==> src/rtl/cao_pkg.sv <==
package cao_pkg;

  // ==========================================================
  // Register bus
  localparam int unsigned AVS_ADDR_W = 8;
  localparam int unsigned AVS_DATA_W = 32;
  localparam logic [7:0] IDX_PHASE_DIV = 8'h2E;
  localparam logic [7:0] IDX_HIZ = 8'h2F;
  localparam logic [7:0] IDX_AUDIO = 8'h31;
  localparam logic [7:0] IDX_RATE = 8'h32;

  // ==========================================================
  // Field layout
  localparam int unsigned HALF_BIT = 0;
  localparam int unsigned QUARTER_BIT = 1;
  localparam int unsigned PHASE_LSB = 2;
  localparam int unsigned PHASE_MSB = 5;
  localparam int unsigned HOST_RATE_BIT = 2;
  localparam int unsigned MID_EN_BIT = 5;
  localparam int unsigned WINDOW_LSB = 7;
  localparam int unsigned WINDOW_MSB = 9;
  localparam logic [9:0] AUDIO_WMASK = 10'h3A4;

  // ==========================================================
  // Reset values and codes
  localparam logic [5:0] PHASE_DIV_RST = 6'h00;
  localparam logic [1:0] HIZ_RST = 2'h0;
  localparam logic [1:0] HIZ_OFF = 2'h3;
  localparam logic [9:0] AUDIO_RST = 10'h100;
  localparam logic [2:0] WINDOW_RST = 3'h2;
  localparam logic [2:0] RATE_RST = 3'h3;
  localparam int unsigned PHASE_STEP_PS = 700;

  typedef enum logic [1:0]
  {
    CAO_BUS_IDLE = 2'b01,
    CAO_BUS_ACK = 2'b10
  } cao_bus_state_type;

  // ==========================================================
  // Helpers
  function automatic logic [7:0] reg_addr(input logic [7:0] idx);
    reg_addr = {idx[5:0], 2'h0};
  endfunction

  function automatic logic [15:0] merge_lanes(input logic [15:0] old,
    input logic [31:0] wd, input logic [3:0] be);
    merge_lanes[7:0] = be[0] ? wd[7:0] : old[7:0];
    merge_lanes[15:8] = be[1] ? wd[15:8] : old[15:8];
  endfunction

endpackage

==> src/rtl/cao_clk_if.sv <==
`timescale 1ns/100ps
interface cao_clk_if;
  logic video_tick;
  logic [1:0] div_sel;
  logic aclk_tick;
  logic mid_tick;
  logic mid_en;
  logic third_duty;
  logic vclk_p;
  logic vclk_n;
  logic aclk512;
  logic aclk384;
  logic aclk192;

  modport ctrl
  (
    output video_tick, div_sel, aclk_tick, mid_tick, mid_en, third_duty,
    input vclk_p, vclk_n, aclk512, aclk384, aclk192
  );

  modport gen
  (
    input video_tick, div_sel, aclk_tick, mid_tick, mid_en, third_duty,
    output vclk_p, vclk_n, aclk512, aclk384, aclk192
  );
endinterface

==> src/rtl/cao_clkgen.sv <==
`timescale 1ns/100ps
module cao_clkgen
(
  // Clock and reset
  input wire logic i_core_clk,
  input wire logic i_rst_n,
  // Settings in, clocks out
  cao_clk_if.gen clk_if
);

  typedef struct packed {
    logic [1:0] vcnt;
    logic vclk;
    logic [1:0] acnt;
    logic a512;
    logic a384;
    logic a192;
  } cao_gen_state_type;

  cao_gen_state_type st_ff;
  cao_gen_state_type nxt_st;

  // ==========================================================
  // Next state
  always_comb
  begin
    nxt_st = st_ff;
    if (clk_if.video_tick)
    begin
      nxt_st.vcnt = st_ff.vcnt + 2'h1;
      if (clk_if.div_sel == 2'h2)
      begin
        if (st_ff.vcnt == 2'h3)
        begin
          nxt_st.vclk = ~st_ff.vclk;
        end
      end
      else if (clk_if.div_sel == 2'h1)
      begin
        if (st_ff.vcnt[0])
        begin
          nxt_st.vclk = ~st_ff.vclk;
        end
      end
      else
      begin
        // Both bits set, and also neither, give the undivided clock
        nxt_st.vclk = ~st_ff.vclk;
      end
    end
    if (clk_if.aclk_tick)
    begin
      if (clk_if.third_duty)
      begin
        nxt_st.acnt = (st_ff.acnt == 2'h2) ? 2'h0 : st_ff.acnt + 2'h1;
        nxt_st.a512 = (nxt_st.acnt == 2'h0);
      end
      else
      begin
        nxt_st.acnt = 2'h0;
        nxt_st.a512 = ~st_ff.a512;
      end
    end
    if (!clk_if.mid_en)
    begin
      nxt_st.a384 = 1'b0;
      nxt_st.a192 = 1'b0;
    end
    else if (clk_if.mid_tick)
    begin
      nxt_st.a384 = ~st_ff.a384;
      nxt_st.a192 = st_ff.a384 ? ~st_ff.a192 : st_ff.a192;
    end
  end

  always_ff @(posedge i_core_clk or negedge i_rst_n)
  begin
    if (!i_rst_n)
    begin
      st_ff <= '0;
    end
    else
    begin
      st_ff <= nxt_st;
    end
  end

  assign clk_if.vclk_p = st_ff.vclk;
  assign clk_if.vclk_n = ~st_ff.vclk;
  assign clk_if.aclk512 = st_ff.a512;
  assign clk_if.aclk384 = st_ff.a384;
  assign clk_if.aclk192 = st_ff.a192;

endmodule

==> src/rtl/cao_clock_output_audio_ctrl.sv <==
// How it works
// - Quarter bit alone divides video clock by four
// - Half bit alone divides video clock by two
// - Both divider bits set give full rate
// - Phase field sets delay in 700ps steps
// - Output disable code 11b floats the pair
// - Drift window field resets to 010b
// - Bit five enables the 384fs/192fs clocks
// - 512fs becomes 33% duty at 96kHz while bit five is set
// - Host override bit replaces the rate pins
// - Host rate code resets to 48kHz code
//
// Local design decision: register access over Avalon-MM.
`timescale 1ns/100ps
module cao_clock_output_audio_ctrl
#(
  parameter logic [2:0] RATE_CODE_96K = 3'h5
)
(
  // Clock and reset
  input wire logic i_core_clk,
  input wire logic i_rst_n,
  // Avalon-MM slave
  input wire logic [cao_pkg::AVS_ADDR_W-1:0] i_avs_address,
  input wire logic i_avs_read,
  input wire logic i_avs_write,
  input wire logic [cao_pkg::AVS_DATA_W-1:0] i_avs_writedata,
  input wire logic [3:0] i_avs_byteenable,
  output logic [cao_pkg::AVS_DATA_W-1:0] o_avs_readdata,
  output logic o_avs_waitrequest,
  // Clock synthesiser ticks
  input wire logic i_video_tick,
  input wire logic i_aclk512_tick,
  input wire logic i_mid_tick,
  // External sample-rate pins
  input wire logic [2:0] i_audio_rate_pins,
  // Differential video clock pair
  output logic o_diff_video_clock_out_p,
  output logic o_diff_video_clock_out_n,
  output logic o_diff_video_clock_out_oe,
  output logic [3:0] o_diff_clk_phase_sel,
  // Audio clock control
  output logic [2:0] o_frame_seq_drift_window,
  output logic o_mid_audio_clock_enable,
  output logic [2:0] o_audio_rate,
  output logic o_aclk512,
  output logic o_aclk384,
  output logic o_aclk192
);

  typedef struct packed {
    cao_pkg::cao_bus_state_type bus;
    logic [31:0] rdata;
    logic [5:0] phase_div;
    logic [1:0] hiz;
    logic [9:0] audio;
    logic [2:0] rate_reg;
    logic rate_written;
    logic [2:0] pins_meta;
    logic [2:0] pins_sync;
    logic [2:0] rate_eff;
    logic vclk_q;
    logic [1:0] div_q;
    logic [2:0] vgap;
    logic vsettle;
    logic a512_q;
    logic mode_q;
    logic [1:0] agap;
    logic asettle;
  } cao_state_type;

  cao_state_type st_ff;
  cao_state_type nxt_st;

  cao_clk_if clk_if();

  logic bus_req;
  logic wr_ack;
  logic [31:0] rd_word;
  logic [15:0] merged;
  logic vchanged;
  logic achanged;
  logic third_duty;

  // ==========================================================
  // Clock generator
  cao_clkgen u_clkgen
  (
    .i_core_clk(i_core_clk),
    .i_rst_n(i_rst_n),
    .clk_if(clk_if.gen)
  );

  assign clk_if.video_tick = i_video_tick;
  assign clk_if.aclk_tick = i_aclk512_tick;
  assign clk_if.mid_tick = i_mid_tick;
  assign clk_if.div_sel = {st_ff.phase_div[cao_pkg::QUARTER_BIT],
                           st_ff.phase_div[cao_pkg::HALF_BIT]};
  assign clk_if.mid_en = st_ff.audio[cao_pkg::MID_EN_BIT];
  // Duty change follows the effective rate, pins or host code
  assign third_duty = st_ff.audio[cao_pkg::MID_EN_BIT] &&
                      (st_ff.rate_eff == RATE_CODE_96K);
  assign clk_if.third_duty = third_duty;

  // ==========================================================
  // Register access and next state
  always_comb
  begin
    nxt_st = st_ff;
    bus_req = i_avs_read | i_avs_write;
    wr_ack = (st_ff.bus == cao_pkg::CAO_BUS_ACK) && i_avs_write;
    rd_word = 32'h0;
    merged = 16'h0;
    case (i_avs_address)
      cao_pkg::reg_addr(cao_pkg::IDX_PHASE_DIV):
      begin
        rd_word = {26'h0, st_ff.phase_div};
      end
      cao_pkg::reg_addr(cao_pkg::IDX_HIZ):
      begin
        rd_word = {30'h0, st_ff.hiz};
      end
      cao_pkg::reg_addr(cao_pkg::IDX_AUDIO):
      begin
        rd_word = {22'h0, st_ff.audio};
      end
      cao_pkg::reg_addr(cao_pkg::IDX_RATE):
      begin
        rd_word = {29'h0, st_ff.rate_reg};
      end
      default:
      begin
        rd_word = 32'h0;
      end
    endcase
    merged = cao_pkg::merge_lanes(rd_word[15:0], i_avs_writedata,
                                  i_avs_byteenable);

    case (st_ff.bus)
      cao_pkg::CAO_BUS_IDLE:
      begin
        if (bus_req)
        begin
          nxt_st.bus = cao_pkg::CAO_BUS_ACK;
          if (i_avs_read)
          begin
            nxt_st.rdata = rd_word;
          end
        end
      end
      cao_pkg::CAO_BUS_ACK:
      begin
        nxt_st.bus = cao_pkg::CAO_BUS_IDLE;
      end
      default:
      begin
        nxt_st.bus = cao_pkg::CAO_BUS_IDLE;
      end
    endcase

    // Reserved bits are dropped so they always read back as zero
    if (wr_ack)
    begin
      case (i_avs_address)
        cao_pkg::reg_addr(cao_pkg::IDX_PHASE_DIV):
        begin
          nxt_st.phase_div = merged[5:0];
        end
        cao_pkg::reg_addr(cao_pkg::IDX_HIZ):
        begin
          nxt_st.hiz = merged[1:0];
        end
        cao_pkg::reg_addr(cao_pkg::IDX_AUDIO):
        begin
          nxt_st.audio = merged[9:0] & cao_pkg::AUDIO_WMASK;
        end
        cao_pkg::reg_addr(cao_pkg::IDX_RATE):
        begin
          nxt_st.rate_reg = merged[2:0];
          nxt_st.rate_written = 1'b1;
        end
        default:
        begin
          nxt_st.rate_written = st_ff.rate_written;
        end
      endcase
    end

    // Rate pins come from off chip and are synchronised first
    nxt_st.pins_meta = i_audio_rate_pins;
    nxt_st.pins_sync = st_ff.pins_meta;
    nxt_st.rate_eff = st_ff.audio[cao_pkg::HOST_RATE_BIT] ?
                      st_ff.rate_reg : st_ff.pins_sync;

    // Edge spacing monitors for the generated clocks
    vchanged = clk_if.vclk_p != st_ff.vclk_q;
    achanged = clk_if.aclk512 != st_ff.a512_q;
    nxt_st.vclk_q = clk_if.vclk_p;
    nxt_st.div_q = clk_if.div_sel;
    nxt_st.vgap = vchanged ? {2'h0, i_video_tick} :
                  3'(st_ff.vgap + {2'h0, i_video_tick});
    if (clk_if.div_sel != st_ff.div_q)
    begin
      nxt_st.vsettle = 1'b0;
    end
    else if (vchanged)
    begin
      nxt_st.vsettle = 1'b1;
    end
    nxt_st.a512_q = clk_if.aclk512;
    nxt_st.mode_q = third_duty;
    nxt_st.agap = achanged ? {1'h0, i_aclk512_tick} :
                  2'(st_ff.agap + {1'h0, i_aclk512_tick});
    if (third_duty != st_ff.mode_q)
    begin
      nxt_st.asettle = 1'b0;
    end
    else if (achanged)
    begin
      nxt_st.asettle = 1'b1;
    end
  end

  always_ff @(posedge i_core_clk or negedge i_rst_n)
  begin
    if (!i_rst_n)
    begin
      st_ff.bus <= cao_pkg::CAO_BUS_IDLE;
      st_ff.rdata <= 32'h0;
      st_ff.phase_div <= cao_pkg::PHASE_DIV_RST;
      st_ff.hiz <= cao_pkg::HIZ_RST;
      st_ff.audio <= cao_pkg::AUDIO_RST;
      st_ff.rate_reg <= cao_pkg::RATE_RST;
      st_ff.rate_written <= 1'b0;
      st_ff.pins_meta <= 3'h0;
      st_ff.pins_sync <= 3'h0;
      st_ff.rate_eff <= 3'h0;
      st_ff.vclk_q <= 1'b0;
      st_ff.div_q <= 2'h0;
      st_ff.vgap <= 3'h0;
      st_ff.vsettle <= 1'b0;
      st_ff.a512_q <= 1'b0;
      st_ff.mode_q <= 1'b0;
      st_ff.agap <= 2'h0;
      st_ff.asettle <= 1'b0;
    end
    else
    begin
      st_ff <= nxt_st;
    end
  end

  // ==========================================================
  // Outputs
  assign o_avs_waitrequest = bus_req && (st_ff.bus != cao_pkg::CAO_BUS_ACK);
  assign o_avs_readdata = st_ff.rdata;
  assign o_diff_video_clock_out_p = clk_if.vclk_p;
  assign o_diff_video_clock_out_n = clk_if.vclk_n;
  assign o_diff_video_clock_out_oe = st_ff.hiz != cao_pkg::HIZ_OFF;
  // Delay line sits outside; the core clock is far too slow for 700ps
  assign o_diff_clk_phase_sel =
    st_ff.phase_div[cao_pkg::PHASE_MSB:cao_pkg::PHASE_LSB];
  assign o_frame_seq_drift_window =
    st_ff.audio[cao_pkg::WINDOW_MSB:cao_pkg::WINDOW_LSB];
  assign o_mid_audio_clock_enable = st_ff.audio[cao_pkg::MID_EN_BIT];
  assign o_audio_rate = st_ff.rate_eff;
  assign o_aclk512 = clk_if.aclk512;
  assign o_aclk384 = clk_if.aclk384;
  assign o_aclk192 = clk_if.aclk192;
endmodule

==> config.mk <==
export PLATFORM = sky130hd
export DESIGN_NAME = cao_clock_output_audio_ctrl
export DESIGN_NICKNAME = d
export VERILOG_FILES = /design/src/rtl/cao_pkg.sv /design/src/rtl/cao_clk_if.sv /design/src/rtl/cao_clkgen.sv /design/src/rtl/cao_clock_output_audio_ctrl.sv
export SDC_FILE = /design/constraint.sdc
export NUM_CORES = 1
export LEC_CHECK = 0
export ABC_AREA = 1
export ABC_CLOCK_PERIOD_IN_PS = 2300
export BUFFER_PORTS_ARGS = -buffer_cell sky130_fd_sc_hd__buf_2
export CORE_MARGIN = 2
export CORE_UTILIZATION = 51
export DETAILED_ROUTE_END_ITERATION = 8
export PLACE_DENSITY = 0.94
export SETUP_SLACK_MARGIN = 0.1
export SLEW_MARGIN = 10
export SYNTH_ARGS = -nofsm -noshare
export SYNTH_HDL_FRONTEND = slang
export SYNTH_SLANG_ARGS = --single-unit
==> constraint.sdc <==
create_clock -name i_core_clk -period 2.3 [get_ports i_core_clk]
set_clock_uncertainty 0.15 [all_clocks]
set_input_delay 0.23 -clock i_core_clk [delete_from_list [all_inputs] [get_ports i_core_clk]]
set_output_delay 0.23 -clock i_core_clk [all_outputs]
set_load 0.05 [all_outputs]
==> results of run 1 <==
## metrics by stage
stage / setup WS (ps) / hold slack, ps
4_1_cts: 651 / 23.0
2_1_floorplan: 714 / -216
3_3_place_gp: 725 / 27.2
3_5_place_dp: 666 / 29.6
5_1_grt: 501 / 32.7
6_report: 646 / 25.5
## where the power goes
part	total, W	leakage (nW)	switching [W]	internal (W)
sequential	0.000928	0.541	0.0000523	0.000876
clock	0.000804	0.0784	0.000261	0.000543
combinational	0.000676	0.864	0.000512	0.000163
total	0.00241	1.48	0.000826	0.00158
## logic make-up after synthesis
kind of cell | Yosys count
other | 1
and+or+nand+nor | 134
AOI/OAI and AO/OA | 18
muxes | 2
buffers and inverters | 75
adders and majority gates | 1
xor gates and xnor gates | 2
DFF | 44
## synthesized netlist by cell type, types with 3 or more instances
library cell  number
dfstp_2            4
inv_1             23
nor2_1            17
o21ai_1            4
inv_2              6
nand2_1           66
buf_4             43
nor2_2             5
nand2_2            3
o21a_1             4
nand4_1            6
dfrtp_1           40
a22oi_1            3
a21oi_1            3
nand3_1           25
## worst reg2reg max path: stages, from the launching register on
cell and delay (ps):
dfstp_2 550, inv_1 40, nor2_1 130, nand2_1 180, inv_2 250, nand4_1 140
o21a_1 120
## metal layers
layer | up-vias | wire [um] | global-route usage (%)
met3 | 11 | 252 | 4.03
li1 | 905 | - | -
met1 | 888 | 1930 | 22.0
met5 | - | 0 | 0
met4 | 0 | 101 | 7.97
met2 | 73 | 2320 | 33.0
## state kept, by name, indices dropped and copies added (netlist names)
signal                    cells
o_audio_rate                  3
clk_if.div_sel                2
o_frame_seq_drift_window      3
u_clkgen.clk_if.aclk512       1
o_mid_audio_clock_enable      1
u_clkgen.clk_if.aclk192       1
o_avs_readdata                9
u_clkgen.clk_if.vclk_p        1
u_clkgen.st_ff                4
u_clkgen.clk_if.aclk384       1
nxt_st                        3
st_ff                        11
o_diff_clk_phase_sel          4
## worst max-delay path by stage
stage                                    endpoint                  start  slack [ps]
floorplan                       o_avs_waitrequest  st_ff[75]$_DFFE_PN1P_         710
global placement    o_avs_readdata[0]$_DFFE_PN0P_  st_ff[75]$_DFFE_PN1P_         720
detailed placement  o_avs_readdata[2]$_DFFE_PN0P_  st_ff[75]$_DFFE_PN1P_         670
CTS                 o_avs_readdata[2]$_DFFE_PN0P_  st_ff[75]$_DFFE_PN1P_         650
global route        o_avs_readdata[1]$_DFFE_PN0P_  st_ff[75]$_DFFE_PN1P_         500
finish              o_avs_readdata[2]$_DFFE_PN0P_  st_ff[75]$_DFFE_PN1P_         650
## area by class of cell
type / instances / area (um2)
inverter: 31 / 119
clock inverter: 3 / 90.1
fill: 397 / 1730
multi-input combinational: 180 / 896
sequential: 44 / 1110
tap: 52 / 65.1
clock buffer: 5 / 68.8
timing repair buffer: 62 / 340
## what timing repair did
action                                 CTS  global route
resized for setup                        0             0
endpoints found under the hold margin   19             0
hold buffers                             5             0
==> results_dict.tcl, run 1 <==
set metrics [dict create \
    fin_crit_ps 1650 \
    worstSetupPathDepth 6 \
    synth_xor_area_share_pct 0.741 \
    cp_max_fo 13 \
    viasPerCell 4.98 \
    hp-class "in2reg" \
    worstPathCellList "inv_1 > nor2_1 > nand2_1 > inv_2 > nand4_1 > o21a_1" \
    clkTransAtPathRegs_ps 80 \
    min_path_cells 2 \
    gp_routability_congestion 0.808 \
    io_pins 104 \
    antenna_found_initial 0 \
    irDropWorstVdd_v 0.000653 \
    drt-total-wl_um 4600 \
    postSynthCellCount 277 \
    drcViolationCount 0 \
    synth_edf_count 0 \
    ys_ff_latch 44 \
    crit_required_ps 2340 \
    root_buffer "clkbuf_8" \
    rsz0062_at_grt "false" \
    io_buffers 55 \
    yosys.area_share.simple_pct 27.4 \
    r2r-end "o_avs_readdata[2]$_DFFE_PN0P_" \
    fin_cells 377 \
    grt_pass1_vias 1888 \
    dieArea_um2 5200 \
    synth.area.mux_share_pct 0.899 \
    drt_pass1_iterations 4 \
    placedCellCount 364 \
    p_per_area_nw_per_um2 897 \
    critPathTopFamily "flip-flops" \
    netlist.area_leader.share_pct 42.3 \
    layout_commonest_cell "nand2_1" \
    synth_area_leaders "dfrtp_1 42%, buf_4 14%, nand2_1 10%, nand3_1 5.3%, dfstp_2 4.4%" \
    maxCapViolCount 0 \
    floorplan.initialDensity_pct 53.6 \
    synth_compound_area_share_pct 4.71 \
    syn_area_per_cell_um2 8.54 \
    worst-setup-path-type "reg2reg" \
    synth_ff_type "dfrtp_1" \
    crit_slowest_cell "dfstp_2" \
    htreeDepth 2 \
    core_area_um2 4410 \
    p_leak_nw 1.48 \
    fin_nets 379 \
    yosysUniqueCellTypes 34 \
    diodes 0 \
    syn_to_final_growth_pct 13.5 \
    drt-initial-drc-count 87 \
    wire_per_inst_um 12.2 \
    synth_top_family_by_area "simple AND/OR/NAND/NOR gates" \
    synth_adder_area_share_pct 0.529 \
    die_w_um 72.1 \
    ant_nets 0 \
    rows 24 \
    clock_sinks 44 \
    finalPower_w 0.00241 \
    placed_area_um2 2480 \
    grt_max_degree 19 \
    cts_tree "yes" \
    place_hpwl_um 3640 \
    yosys_warnings 0 \
    reg2reg_slack_ps 650 \
    seq_area_frac_synth_pct 46.8 \
    fmax_mhz 604 \
    overflow 0 \
    path_buf_inv 2 \
    die_y_um 72.1 \
    status "finished clean" \
    hold_end "u_clkgen.st_ff[4]$_DFFE_PN0P_" \
    r2r-start "st_ff[75]$_DFFE_PN1P_" \
    slew_violations 0 \
    ys_async_sr_fraction_pct 100 \
    final_cell_mix "66 x nand2_1, 55 x buf_2, 40 x dfrtp_1" \
    max_stage_delay_ps 550 \
    synth_area_um2 2360 \
    clk_latency_ps 290 \
    cts-buffers-inserted 5 \
    start_kind "register" \
    track_usage_pct 18.8 \
    grt_first_pass_wirelength_um 7780 \
    fin_tns_setup_ps 0 \
    fin_util_pct 60.8 \
    synth_area_leader_cell "dfrtp_1" \
    cts.path.max_buffers 2 \
    drive_above_1_share_pct 28.6 \
    arrival_ps 1690 \
    fin_area_um2 2690 \
    reg2reg_depth 6 \
    end_kind "register" \
    cts_setup_buffers 0 \
    layout_worst_path_cycle_share_pct 71.9 \
    min_from "i_aclk512_tick" \
    num_vias 1877 \
    setup_violations 0 \
    hold_violations 0 \
]
Note: power is estimated with default switching activity, not from simulation.
==> run 2, diff against run 1 <==
--- a/config.mk
+++ b/config.mk
@@ -6,12 +6,12 @@
 export NUM_CORES = 1
 export LEC_CHECK = 0
 export ABC_AREA = 1
-export ABC_CLOCK_PERIOD_IN_PS = 2300
+export ABC_CLOCK_PERIOD_IN_PS = 1600
 export BUFFER_PORTS_ARGS = -buffer_cell sky130_fd_sc_hd__buf_2
 export CORE_MARGIN = 2
-export CORE_UTILIZATION = 51
+export CORE_UTILIZATION = 47
 export DETAILED_ROUTE_END_ITERATION = 8
-export PLACE_DENSITY = 0.94
+export PLACE_DENSITY = 0.88
 export SETUP_SLACK_MARGIN = 0.1
 export SLEW_MARGIN = 10
 export SYNTH_ARGS = -nofsm -noshare
==> constraint.sdc (replaced) <==
create_clock -name i_core_clk -period 1.6 [get_ports i_core_clk]
set_clock_uncertainty 0.15 [all_clocks]
set_input_delay 0.16 -clock i_core_clk [delete_from_list [all_inputs] [get_ports i_core_clk]]
set_output_delay 0.16 -clock i_core_clk [all_outputs]
set_load 0.05 [all_outputs]
==> results_dict.tcl, run 2 (synthesis results as in run 1) <==
set metrics [dict create \
    status "finished clean" \
    antenna_found_initial 0 \
    overflow 0 \
    htreeDepth 2 \
    grt_pass1_vias 1787 \
    start_kind "register" \
    maxCapViolCount 0 \
    fin_crit_ps 1500 \
    fin_nets 390 \
    end_kind "register" \
    p_leak_nw 1.52 \
    netSwitchingPower_w 0.00127 \
    syn_to_final_growth_pct 18.4 \
    num_vias 1905 \
    rows 25 \
    cp_max_fo 5 \
    final_cell_mix "65 x nand2_1, 54 x buf_2, 39 x dfrtp_1" \
    regMostFlops "st_ff" \
    wire_per_inst_um 11.7 \
    die_y_um 74.9 \
    grt_first_pass_wirelength_um 7440 \
    hp-class "in2reg" \
    layout_worst_path_cycle_share_pct 94.1 \
    swShare_pct 38.0 \
    rsz0062_at_grt "true" \
    crit_required_ps 1640 \
    cts_tree "yes" \
    dieArea_um2 5610 \
    drcViolationCount 0 \
    slew_violations 0 \
    pwr-share-seq_pct 40.1 \
    die_w_um 74.9 \
    track_usage_pct 17.3 \
    clkTransAtPathRegs_ps 90 \
    arrival_ps 1540 \
    cts.path.max_buffers 2 \
    io_pins 104 \
    drive_above_1_share_pct 31.5 \
    power_frac_comb_pct 34.2 \
    p_int_w 0.00207 \
    drt-total-wl_um 4700 \
    clk_latency_ps 300 \
    cts-buffers-inserted 5 \
    io_buffers 55 \
    worst-setup-path-type "reg2reg" \
    ant_nets 0 \
    layout_commonest_cell "nand2_1" \
    viasPerCell 4.73 \
    finalPower_w 0.00334 \
    gp_routability_congestion 0.828 \
    largest_reg_flops 11 \
    fmax_mhz 664 \
    fin_tns_setup_ps 0 \
    floorplan.initialDensity_pct 49.4 \
    reg2reg_depth 6 \
    diodes 0 \
    min_path_cells 3 \
    reg2reg_slack_ps 100 \
    hold_violations 0 \
    setup_violations 0 \
    clkPwrFrac_pct 25.8 \
    clock_sinks 44 \
    grt_max_degree 45 \
    root_buffer "clkbuf_8" \
    irDropWorstVdd_v 0.000734 \
    core_area_um2 4790 \
    drt_pass1_iterations 4 \
    p_per_area_nw_per_um2 1190 \
    place_hpwl_um 3330 \
    fillerInstances 437 \
    drt-initial-drc-count 104 \
]
run 2: cell types whose count changed in the layout (fill, tap and decap cells not counted), moves of 2 or more:
cell,change
buf_12,+2
buf_4,+5
clkinvlp_4,+2
bufinv_16,-2
nor2_1,-3
dlygate4sd3_1,+3
nor2_2,+2
run 2: metal layers:
metal / up-vias / global-route usage (%) / share of wire [%]
met4: 0 / 4.96 / 1.6
met5: - / 0 / 0
met1: 884 / 20.7 / 40
met3: 9 / 4.55 / 7.9
met2: 85 / 30.7 / 51
li1: 927 / - / -
run 2: cell type report:
| type | instances | area, um2 | share of cell area [%] |
|---|---|---|---|
| clock buffer | 5 | 68.8 | 2.46 |
| clock inverter | 3 | 46.3 | 1.65 |
| inverter | 31 | 121 | 4.33 |
| multi-input combinational | 180 | 911 | 32.5 |
| sequential | 44 | 1110 | 39.5 |
| tap | 67 | 83.8 | 2.99 |
| timing repair buffer | 72 | 454 | 16.2 |
| timing repair inverter | 1 | 7.51 | 0.268 |
run 2: critical path, cell delays in order (launching register included):
cell	delay (ps)
dfstp_2	570
inv_1	50
nor2_2	140
nand2_2	140
inv_4	110
nand4_1	120
o21a_1	120
run 2: power by group through the flow:
stage,logic (W),clock network (W),registers [W]
3_3_place_gp,0.000984,0,0.00135
2_1_floorplan,0.000831,0,0.00140
3_5_place_dp,0.00100,0,0.00135
6_report,0.00114,0.000860,0.00134
5_1_grt,0.00123,0.000930,0.00136
4_1_cts,0.00103,0.000878,0.00133
run 2: worst paths after layout:
check | to | start
min reg2reg | st_ff[15]$_DFF_PN0_ | nxt_st[15]$_DFF_PN0_
min in group asynchronous | o_avs_readdata[0]$_DFFE_PN0P_ | i_rst_n
max | o_avs_readdata[0]$_DFFE_PN0P_ | st_ff[75]$_DFFE_PN1P_
max reg2reg | o_avs_readdata[0]$_DFFE_PN0P_ | st_ff[75]$_DFFE_PN1P_
min | o_diff_clk_phase_sel[2]$_DFFE_PN0P_ | i_avs_byteenable[0]
max in group asynchronous | st_ff[75]$_DFFE_PN1P_ | i_rst_n
run 2: metrics by stage:
step                util, %  hold WS, ps  instances  area (um2)  setup WS [ps]
global placement       52.8         2.72        381        2530            186
CTS                    56.9         7.45        397        2720            125
floorplan                 -         -286        299        2450            108
detailed placement     52.8         5.37        381        2530            158
finish                 58.5         14.6        403        2800           95.0
global route           58.5         22.0        403        2800           47.3
run 2: repair_timing:
action,CTS,global route
buffers inserted,0,5
cloned,0,1
pin swaps,0,4
hold buffers,8,0
setup endpoints to repair,1,16
resized for setup,1,6
hold endpoints to repair,52,0
